[src/core/bps_pkg.sv]
package bps_pkg;

  // Sequencer clock and documented intervals
  localparam int CLK_HZ    = 20_000_000;
  localparam int US_PER_S  = 1_000_000;
  localparam int T_STEP_US = 5000;
  localparam int T_CORE_US = 15000;
  localparam int T_BOOT_US = 1000;

  // Sequenced rails, one enable and one power-good bit each
  localparam int NUM_RAILS   = 13;
  localparam int RAIL_AUX    = 0;
  localparam int RAIL_SUP    = 1;
  localparam int RAIL_PHY    = 2;
  localparam int RAIL_ADAPT  = 3;
  localparam int RAIL_DSP    = 4;
  localparam int RAIL_ARM    = 5;
  localparam int RAIL_SERDES = 6;
  localparam int RAIL_P33    = 7;
  localparam int RAIL_IO     = 8;
  localparam int RAIL_DDR    = 9;
  localparam int RAIL_TERM_A = 10;
  localparam int RAIL_TERM_B = 11;
  localparam int RAIL_USB    = 12;

  // Clock generators and boot pins
  localparam int NUM_CLKGEN = 3;
  localparam int BOOT_W     = 4;

  // Reset and run values
  localparam logic [NUM_RAILS-1:0]  RAILS_OFF   = 13'h0000;
  localparam logic [NUM_CLKGEN-1:0] CLKGEN_PD   = 3'h0;
  localparam logic [NUM_CLKGEN-1:0] CLKGEN_RUN  = 3'h7;
  localparam logic [BOOT_W-1:0]     BOOT_IDLE   = 4'h0;

  typedef enum logic [4:0] {
    S_OFF, S_AUX, S_SUP, S_PHY, S_CORE, S_FIX, S_SER, S_P33,
    S_IO, S_DDR, S_TERM, S_USB, S_PLL, S_WARM, S_POR, S_FULL,
    S_RUN, S_DNR, S_DNL
  } bps_state_t;

  // Processor reset pins, all active low
  typedef struct packed {
    logic procWarmResetN;
    logic procPowerOnResetN;
    logic procFullResetN;
  } bps_proc_rst_t;

  localparam bps_proc_rst_t RST_HELD = 3'h0;

endpackage

[src/core/bps_sequencer.sv]
// Overview of operation
// - Outputs toward the processor stay low until the unlock step.
// - Every sequenced rail has its own enable output.
// - Auxiliary 3.3 V rail enabled at once on main power start.
// - Support 1.2 V enabled after aux 3.3 V stable 5 ms.
// - 2.5 V rail enabled after support 1.2 V stable 5 ms.
// - After 2.5 V stable 15 ms, adaptive core rail enabled first.
// - Fixed DSP and ARM core rails follow after 5 ms.
// - Then 0.85 V, proc 3.3 V, 1.8 V, 1.5 V DDR, 5 ms apart.
// - Both DDR termination rails enabled together after DDR 5 ms.
// - USB 5 V enabled after both termination rails stable 5 ms.
// - After 5 V stable 5 ms unlock outputs, release clock PD pins.
// - Warm reset, NMI released after supplies and PLLs good 5 ms.
// - Boot configuration driven on GPIO while resets are released.
// - Power-on reset released 5 ms after warm reset.
// - Full reset released 5 ms after power-on reset.
// - Boot pins released 1 ms after full reset release.
// - Power failure or payload loss asserts full and power-on reset.
// - 5 ms later lock outputs low and stop clock generators.
// - Finally all sequenced rails switched off together.
`timescale 1ns/1ns
module bps_sequencer #(
  parameter int STEP_CYC =
    bps_pkg::T_STEP_US * (bps_pkg::CLK_HZ / bps_pkg::US_PER_S),
  parameter int CORE_CYC =
    bps_pkg::T_CORE_US * (bps_pkg::CLK_HZ / bps_pkg::US_PER_S),
  parameter int BOOT_CYC =
    bps_pkg::T_BOOT_US * (bps_pkg::CLK_HZ / bps_pkg::US_PER_S),
  parameter int CNT_W    = 19
) (
  // Clock, reset, enable
  input  wire logic                           mclk,
  input  wire logic                           rst,
  input  wire logic                           ce,
  // Supply status
  input  wire logic                           payloadGood,
  input  wire logic                           powerFail,
  input  wire logic [bps_pkg::NUM_RAILS-1:0]  railPowerGood,
  input  wire logic                           procSupplyGood,
  input  wire logic [bps_pkg::NUM_CLKGEN-1:0] pllLocked,
  // Rail enables
  output logic      [bps_pkg::NUM_RAILS-1:0]  railEnable,
  // Clock generators
  output logic      [bps_pkg::NUM_CLKGEN-1:0] clkgenPowerdownN,
  // Processor pins
  output bps_pkg::bps_proc_rst_t              procReset,
  output logic                                procNmiN,
  output logic                                outputsUnlocked,
  // Boot configuration pins
  input  wire logic [bps_pkg::BOOT_W-1:0]     bootCfgValue,
  output logic      [bps_pkg::BOOT_W-1:0]     bootCfgOut,
  output logic                                bootCfgOeN
);

  bps_pkg::bps_state_t           stateReg;
  bps_pkg::bps_state_t           stateNext;
  logic [CNT_W-1:0]              cntReg;
  logic [bps_pkg::NUM_RAILS-1:0] seenReg;
  logic                          stepCond;
  logic                          stepDone;
  logic                          railFault;
  logic                          failEv;
  logic                          failGo;

  // Rails switched on in, and watched by, each wait state
  function automatic logic [bps_pkg::NUM_RAILS-1:0] railsOf(
    input bps_pkg::bps_state_t s);
    logic [bps_pkg::NUM_RAILS-1:0] m;
    m = bps_pkg::RAILS_OFF;
    case (s)
      bps_pkg::S_AUX:  m[bps_pkg::RAIL_AUX] = 1'b1;
      bps_pkg::S_SUP:  m[bps_pkg::RAIL_SUP] = 1'b1;
      bps_pkg::S_PHY:  m[bps_pkg::RAIL_PHY] = 1'b1;
      bps_pkg::S_CORE: m[bps_pkg::RAIL_ADAPT] = 1'b1;
      bps_pkg::S_FIX: begin
        m[bps_pkg::RAIL_DSP] = 1'b1;
        m[bps_pkg::RAIL_ARM] = 1'b1;
      end
      bps_pkg::S_SER:  m[bps_pkg::RAIL_SERDES] = 1'b1;
      bps_pkg::S_P33:  m[bps_pkg::RAIL_P33] = 1'b1;
      bps_pkg::S_IO:   m[bps_pkg::RAIL_IO] = 1'b1;
      bps_pkg::S_DDR:  m[bps_pkg::RAIL_DDR] = 1'b1;
      bps_pkg::S_TERM: begin
        m[bps_pkg::RAIL_TERM_A] = 1'b1;
        m[bps_pkg::RAIL_TERM_B] = 1'b1;
      end
      bps_pkg::S_USB:  m[bps_pkg::RAIL_USB] = 1'b1;
      default:         m = bps_pkg::RAILS_OFF;
    endcase
    return m;
  endfunction

  // Wait length of each timed state
  function automatic logic [CNT_W-1:0] waitLen(
    input bps_pkg::bps_state_t s);
    logic [CNT_W-1:0] n;
    n = CNT_W'(STEP_CYC);
    case (s)
      bps_pkg::S_PHY:  n = CNT_W'(CORE_CYC);
      bps_pkg::S_FULL: n = CNT_W'(BOOT_CYC);
      default:         n = CNT_W'(STEP_CYC);
    endcase
    return n;
  endfunction

  // Successor in the power-up order
  function automatic bps_pkg::bps_state_t succ(
    input bps_pkg::bps_state_t s);
    bps_pkg::bps_state_t n;
    n = s;
    case (s)
      bps_pkg::S_AUX:  n = bps_pkg::S_SUP;
      bps_pkg::S_SUP:  n = bps_pkg::S_PHY;
      bps_pkg::S_PHY:  n = bps_pkg::S_CORE;
      bps_pkg::S_CORE: n = bps_pkg::S_FIX;
      bps_pkg::S_FIX:  n = bps_pkg::S_SER;
      bps_pkg::S_SER:  n = bps_pkg::S_P33;
      bps_pkg::S_P33:  n = bps_pkg::S_IO;
      bps_pkg::S_IO:   n = bps_pkg::S_DDR;
      bps_pkg::S_DDR:  n = bps_pkg::S_TERM;
      bps_pkg::S_TERM: n = bps_pkg::S_USB;
      bps_pkg::S_USB:  n = bps_pkg::S_PLL;
      bps_pkg::S_PLL:  n = bps_pkg::S_WARM;
      bps_pkg::S_WARM: n = bps_pkg::S_POR;
      bps_pkg::S_POR:  n = bps_pkg::S_FULL;
      bps_pkg::S_FULL: n = bps_pkg::S_RUN;
      default:         n = s;
    endcase
    return n;
  endfunction

  // Condition that must hold for the current wait
  always_comb begin
    stepCond = 1'b0;
    case (stateReg)
      bps_pkg::S_PLL:
        stepCond = procSupplyGood && (&pllLocked);
      bps_pkg::S_WARM, bps_pkg::S_POR, bps_pkg::S_FULL,
      bps_pkg::S_DNR:
        stepCond = 1'b1;
      default:
        stepCond = (railsOf(stateReg) != bps_pkg::RAILS_OFF) &&
                   (&(railPowerGood | ~railsOf(stateReg)));
    endcase
  end

  assign stepDone  = stepCond && (cntReg == waitLen(stateReg) - 1'b1);
  assign railFault = |(seenReg & ~railPowerGood);
  assign failEv    = powerFail || !payloadGood || railFault;
  assign failGo    = (stateNext == bps_pkg::S_DNR) &&
                     (stateReg != bps_pkg::S_DNR);

  // Sequence control
  always_comb begin
    stateNext = stateReg;
    case (stateReg)
      bps_pkg::S_OFF:
        if (payloadGood && !powerFail) begin
          stateNext = bps_pkg::S_AUX;
        end
      bps_pkg::S_DNR:
        if (stepDone) begin
          stateNext = bps_pkg::S_DNL;
        end
      bps_pkg::S_DNL:
        stateNext = bps_pkg::S_OFF;
      bps_pkg::S_RUN:
        if (failEv) begin
          stateNext = bps_pkg::S_DNR;
        end
      default:
        if (failEv) begin
          stateNext = bps_pkg::S_DNR;
        end else if (stepDone) begin
          stateNext = succ(stateReg);
        end
    endcase
  end

  always_ff @(posedge mclk) begin
    if (rst) begin
      stateReg <= bps_pkg::S_OFF;
    end else if (ce) begin
      stateReg <= stateNext;
    end
  end

  // Stability counter
  always_ff @(posedge mclk) begin
    if (rst) begin
      cntReg <= '0;
    end else if (ce) begin
      if (stateNext != stateReg || !stepCond) begin
        cntReg <= '0;
      end else if (!stepDone) begin
        cntReg <= cntReg + 1'b1;
      end
    end
  end

  // Rails already proven good
  always_ff @(posedge mclk) begin
    if (rst) begin
      seenReg <= bps_pkg::RAILS_OFF;
    end else if (ce) begin
      if (stateReg == bps_pkg::S_OFF || stateReg == bps_pkg::S_DNR ||
          stateReg == bps_pkg::S_DNL) begin
        seenReg <= bps_pkg::RAILS_OFF;
      end else if (stepDone) begin
        seenReg <= seenReg | railsOf(stateReg);
      end
    end
  end

  // Rail enables
  always_ff @(posedge mclk) begin
    if (rst) begin
      railEnable <= bps_pkg::RAILS_OFF;
    end else if (ce) begin
      if (stateNext == bps_pkg::S_OFF) begin
        railEnable <= bps_pkg::RAILS_OFF;
      end else begin
        railEnable <= railEnable | railsOf(stateNext);
      end
    end
  end

  // Output lock and clock generator power-down
  always_ff @(posedge mclk) begin
    if (rst) begin
      outputsUnlocked  <= 1'b0;
      clkgenPowerdownN <= bps_pkg::CLKGEN_PD;
    end else if (ce) begin
      if (stateReg == bps_pkg::S_USB && stateNext == bps_pkg::S_PLL)
      begin
        outputsUnlocked  <= 1'b1;
        clkgenPowerdownN <= bps_pkg::CLKGEN_RUN;
      end else if (stateNext == bps_pkg::S_DNL) begin
        outputsUnlocked  <= 1'b0;
        clkgenPowerdownN <= bps_pkg::CLKGEN_PD;
      end
    end
  end

  // Processor resets and NMI
  always_ff @(posedge mclk) begin
    if (rst) begin
      procReset <= bps_pkg::RST_HELD;
      procNmiN  <= 1'b0;
    end else if (ce) begin
      if (stateNext == bps_pkg::S_DNL) begin
        procReset <= bps_pkg::RST_HELD;
        procNmiN  <= 1'b0;
      end else if (failGo) begin
        procReset.procPowerOnResetN <= 1'b0;
        procReset.procFullResetN    <= 1'b0;
      end else if (stepDone) begin
        case (stateReg)
          bps_pkg::S_PLL: begin
            procReset.procWarmResetN <= 1'b1;
            procNmiN                 <= 1'b1;
          end
          bps_pkg::S_WARM:
            procReset.procPowerOnResetN <= 1'b1;
          bps_pkg::S_POR:
            procReset.procFullResetN <= 1'b1;
          default: begin
          end
        endcase
      end
    end
  end

  // Boot configuration drive
  always_ff @(posedge mclk) begin
    if (rst) begin
      bootCfgOut <= bps_pkg::BOOT_IDLE;
      bootCfgOeN <= 1'b1;
    end else if (ce) begin
      if (failGo || (stateReg == bps_pkg::S_FULL && stepDone)) begin
        bootCfgOut <= bps_pkg::BOOT_IDLE;
        bootCfgOeN <= 1'b1;
      end else if (stateNext == bps_pkg::S_PLL &&
                   stateReg == bps_pkg::S_USB) begin
        bootCfgOut <= bootCfgValue;
        bootCfgOeN <= 1'b0;
      end
    end
  end
endmodule

[config.mk]
export PLATFORM = sky130hd
export DESIGN_NAME = bps_sequencer
export DESIGN_NICKNAME = d
export VERILOG_FILES = /design/src/core/bps_pkg.sv /design/src/core/bps_sequencer.sv
export SDC_FILE = /design/constraint.sdc
export NUM_CORES = 1
export LEC_CHECK = 0
export ABC_AREA = 1
export BUFFER_PORTS_ARGS = -buffer_cell sky130_fd_sc_hd__clkbuf_2
export CORE_MARGIN = 3
export CORE_UTILIZATION = 30
export CTS_BUF_LIST = sky130_fd_sc_hd__clkbuf_4 sky130_fd_sc_hd__clkbuf_8
export DETAILED_ROUTE_END_ITERATION = 16
export HOLD_SLACK_MARGIN = 0.06
export PLACE_DENSITY_LB_ADDON = 0.3
export SYNTH_ARGS = -nofsm -noshare
export SYNTH_HDL_FRONTEND = slang
export SYNTH_SLANG_ARGS = --single-unit
[constraint.sdc]
create_clock -name mclk -period 4.4 [get_ports mclk]
set_input_delay 0.22 -clock mclk [delete_from_list [all_inputs] [get_ports mclk]]
set_output_delay 0.22 -clock mclk [all_outputs]
set_load 0.005 [all_outputs]
==> flow_metrics.env <==
export IMPL_postCtsSetupBuffers=0
export IMPL_placed_cells=773
export IMPL_synth_top_area_share_pct=29.9
export IMPL_wl_um=10600
export IMPL_synth_top_cell_by_area="dfxtp_1"
export IMPL_power_leakage_nw=1.93
export IMPL_post_route_util_pct=34.7
export IMPL_grt_overflow_total=0
export IMPL_finalHoldWorstSlack_ps=117
export IMPL_antenna_left=0
export IMPL_synthCells=573
export IMPL_stdcell_count=789
export IMPL_peakVddDrop_mv=0.155
export IMPL_critPathLaunchType="register"
export IMPL_slowest_stage="dfxtp_1"
export IMPL_period_needed_ps=3370
export IMPL_first_pass_iters=5
export IMPL_cts_hold_buf=0
export IMPL_power_density_nw_per_um2=292
export IMPL_synth_fp_nets=600
export IMPL_start_util_pct=30.9
export IMPL_grt_first_pass_wirelength_um=17700
export IMPL_hold_class="in2reg"
export IMPL_grt_total_usage_pct=15.0
export IMPL_status="completed"
export IMPL_fin_total_pwr_mw=1.30
export IMPL_synth_area_um2=3950
export IMPL_drc=0
export IMPL_clk_latency_ps=350
export IMPL_synth_distinct_cells=42
export IMPL_cts_tree="yes"
export IMPL_via_count=3868
export IMPL_cap_violations=0
export IMPL_critPathKind="reg2reg"
export IMPL_arrival_ps=3600
export IMPL_cts_sinks=59
export IMPL_antenna_cells=0
export IMPL_routedWlPerCell_um=13.4
export IMPL_synth_area_top_cells="dfxtp_1 (30%), nand2_1 (9.8%), a21oi_1 (6.5%)"
export IMPL_cts_max_level=3
export IMPL_holdPathStages=3
export IMPL_synth_ff_type="dfxtp_1"
export IMPL_synth_most_common_cell="nand2_1"
export IMPL_ys_async_sr_fraction_pct=0
export IMPL_synth_edf_count=0
export IMPL_setup_viol=0
export IMPL_core_area_um2=12800
export IMPL_ys_seq_area_share_pct=29.9
export IMPL_fmax_ghz=0.297
export IMPL_antenna_found_initial=0
export IMPL_worstPathCellList="nand2_1, nor2_1, nand3_1, nand2_1, nor2_1, nand4_1, nand2_1, nand3_2, nand2_1, nand3_1, nand2_2, nor2_1, nand3_1, nand2_1, nand2_1, nand3_1, a21oi_1"
export IMPL_critPathMaxStageDelay_ps=680
export IMPL_post_dp_hpwl_um=8000
export IMPL_hold_viol_final=0
export IMPL_synth_seq_cells=59
export IMPL_clkSlewWorstSetupHoldPaths_ps=70
export IMPL_cts_buffers=9
export IMPL_grt_pass1_vias=3619
export IMPL_cts_resized=0
export IMPL_synth_commonest_cells="nand2_1 (103), inv_1 (60), nor2_1 (60)"
export IMPL_clk_path_buf_depth=2
export IMPL_clockRootBuffer="clkbuf_8"
export IMPL_grt_max_degree=49
export IMPL_max_slew_margin_rel_pct=45.1
export IMPL_skew_ps=9.46
export IMPL_fin_nets=639
export IMPL_vias_per_cell=4.90
export IMPL_dieArea_um2=14600
export IMPL_drt_initial_drc_count=271
export IMPL_synth_area_per_cell_um2=6.90
export IMPL_fin_crit_sh_pct=76.6
export IMPL_portBuffers=51
export IMPL_dieWidth_um=121
export IMPL_ys_warnings_count=0
export IMPL_rsz0062_at_grt="no"
export IMPL_cp_required_ps=4630
export IMPL_drive_above_1_share_pct=22.2
export IMPL_io_pins=52
export IMPL_place_gp_congestion=0.915
export IMPL_drv_slew=0
export IMPL_path_max_fanout=11
export IMPL_postLayoutSetupSlackWorst_ps=1030
export IMPL_area_delta_synth_final_pct=12.2
export IMPL_endpoint_kind="register"
export IMPL_reg2reg_depth=17
export IMPL_tightest_slew_ps=824
export IMPL_critPathMostFrequentCell="nand2_1"
export IMPL_die_height_um=121
export IMPL_fp_row_count=41
export IMPL_design_area_um2=4430
export IMPL_place_area_um2=4260
export IMPL_setup_tns_ps=0
export IMPL_place_worst_setup_slack_ps=1080
==> flip-flops by register name (all words and copies together), names as in the netlist <==
signal	flops
procReset	3
bootCfgOut	4
clkgenPowerdownN	1
seenReg	13
stateReg	5
railEnable	13
cntReg	19
bootCfgOeN	1
==> cell type report <==
type	instances	area [um^2]
repair buffers	53	270
multi-input cells	412	2300
inverters	77	292
fillers	1391	8340
clock buffers	11	145
well taps	172	215
clock inverters	5	28.8
flip-flops and latches	59	1180
==> cell families after synthesis <==
family	share of synthesized area [%]
DFF	29.9
adders and majority gates	0.317
and+or+nand+nor	40.2
buffers and inverters	11.8
AOI/OAI and AO/OA	15.1
xor gates and xnor gates	2.66
==> final timing paths <==
kind,start,slack (ps),end
setup / recovery,stateReg[1],1030,bootCfgOut[3]
hold / removal,bootCfgValue[0],120,bootCfgOut[0]
setup reg to reg,stateReg[1],1030,bootCfgOut[3]
hold reg to reg,procReset[1],450,procReset[1]
==> power breakdown <==
| group | internal [mW] | switching, mW |
|---|---|---|
| registers | 0.549 | 0.0278 |
| clock network | 0.223 | 0.225 |
| logic | 0.0781 | 0.193 |
| total | 0.850 | 0.446 |
==> worst max-delay path: cells and delay by family, from the launching register on <==
| kind | cells | cell delay, ps |
|---|---|---|
| AND/OR/NAND/NOR | 16 | 2490 |
| flip-flops | 1 | 680 |
| AO/OA/AOI/OAI | 1 | 70 |
==> metal layers <==
layer / vias up / share of wire, % / GRT usage [%]
li1: 1972 / - / -
met1: 1777 / 50 / 21.3
met2: 106 / 43 / 22.1
met3: 13 / 5.2 / 3.27
met4: 0 / 1.5 / 5.67
met5: - / 0 / 0
==> layout by cell type, fill, tap and decap left out, drive strengths merged <==
master / n
inv: 76
nor4: 2
o21ai: 34
o211ai: 5
nor3: 9
a21oi: 61
nand3: 53
o22ai: 4
clkbuf: 62
a211oi: 1
nand3b: 16
clkinv: 6
nand2: 110
o21a: 1
nor2: 74
a21o: 1
nand2b: 4
xor2: 12
nand4: 23
dfxtp: 59
ha: 1
buf: 2
and3: 1
Power figures use the tool's default switching activity.
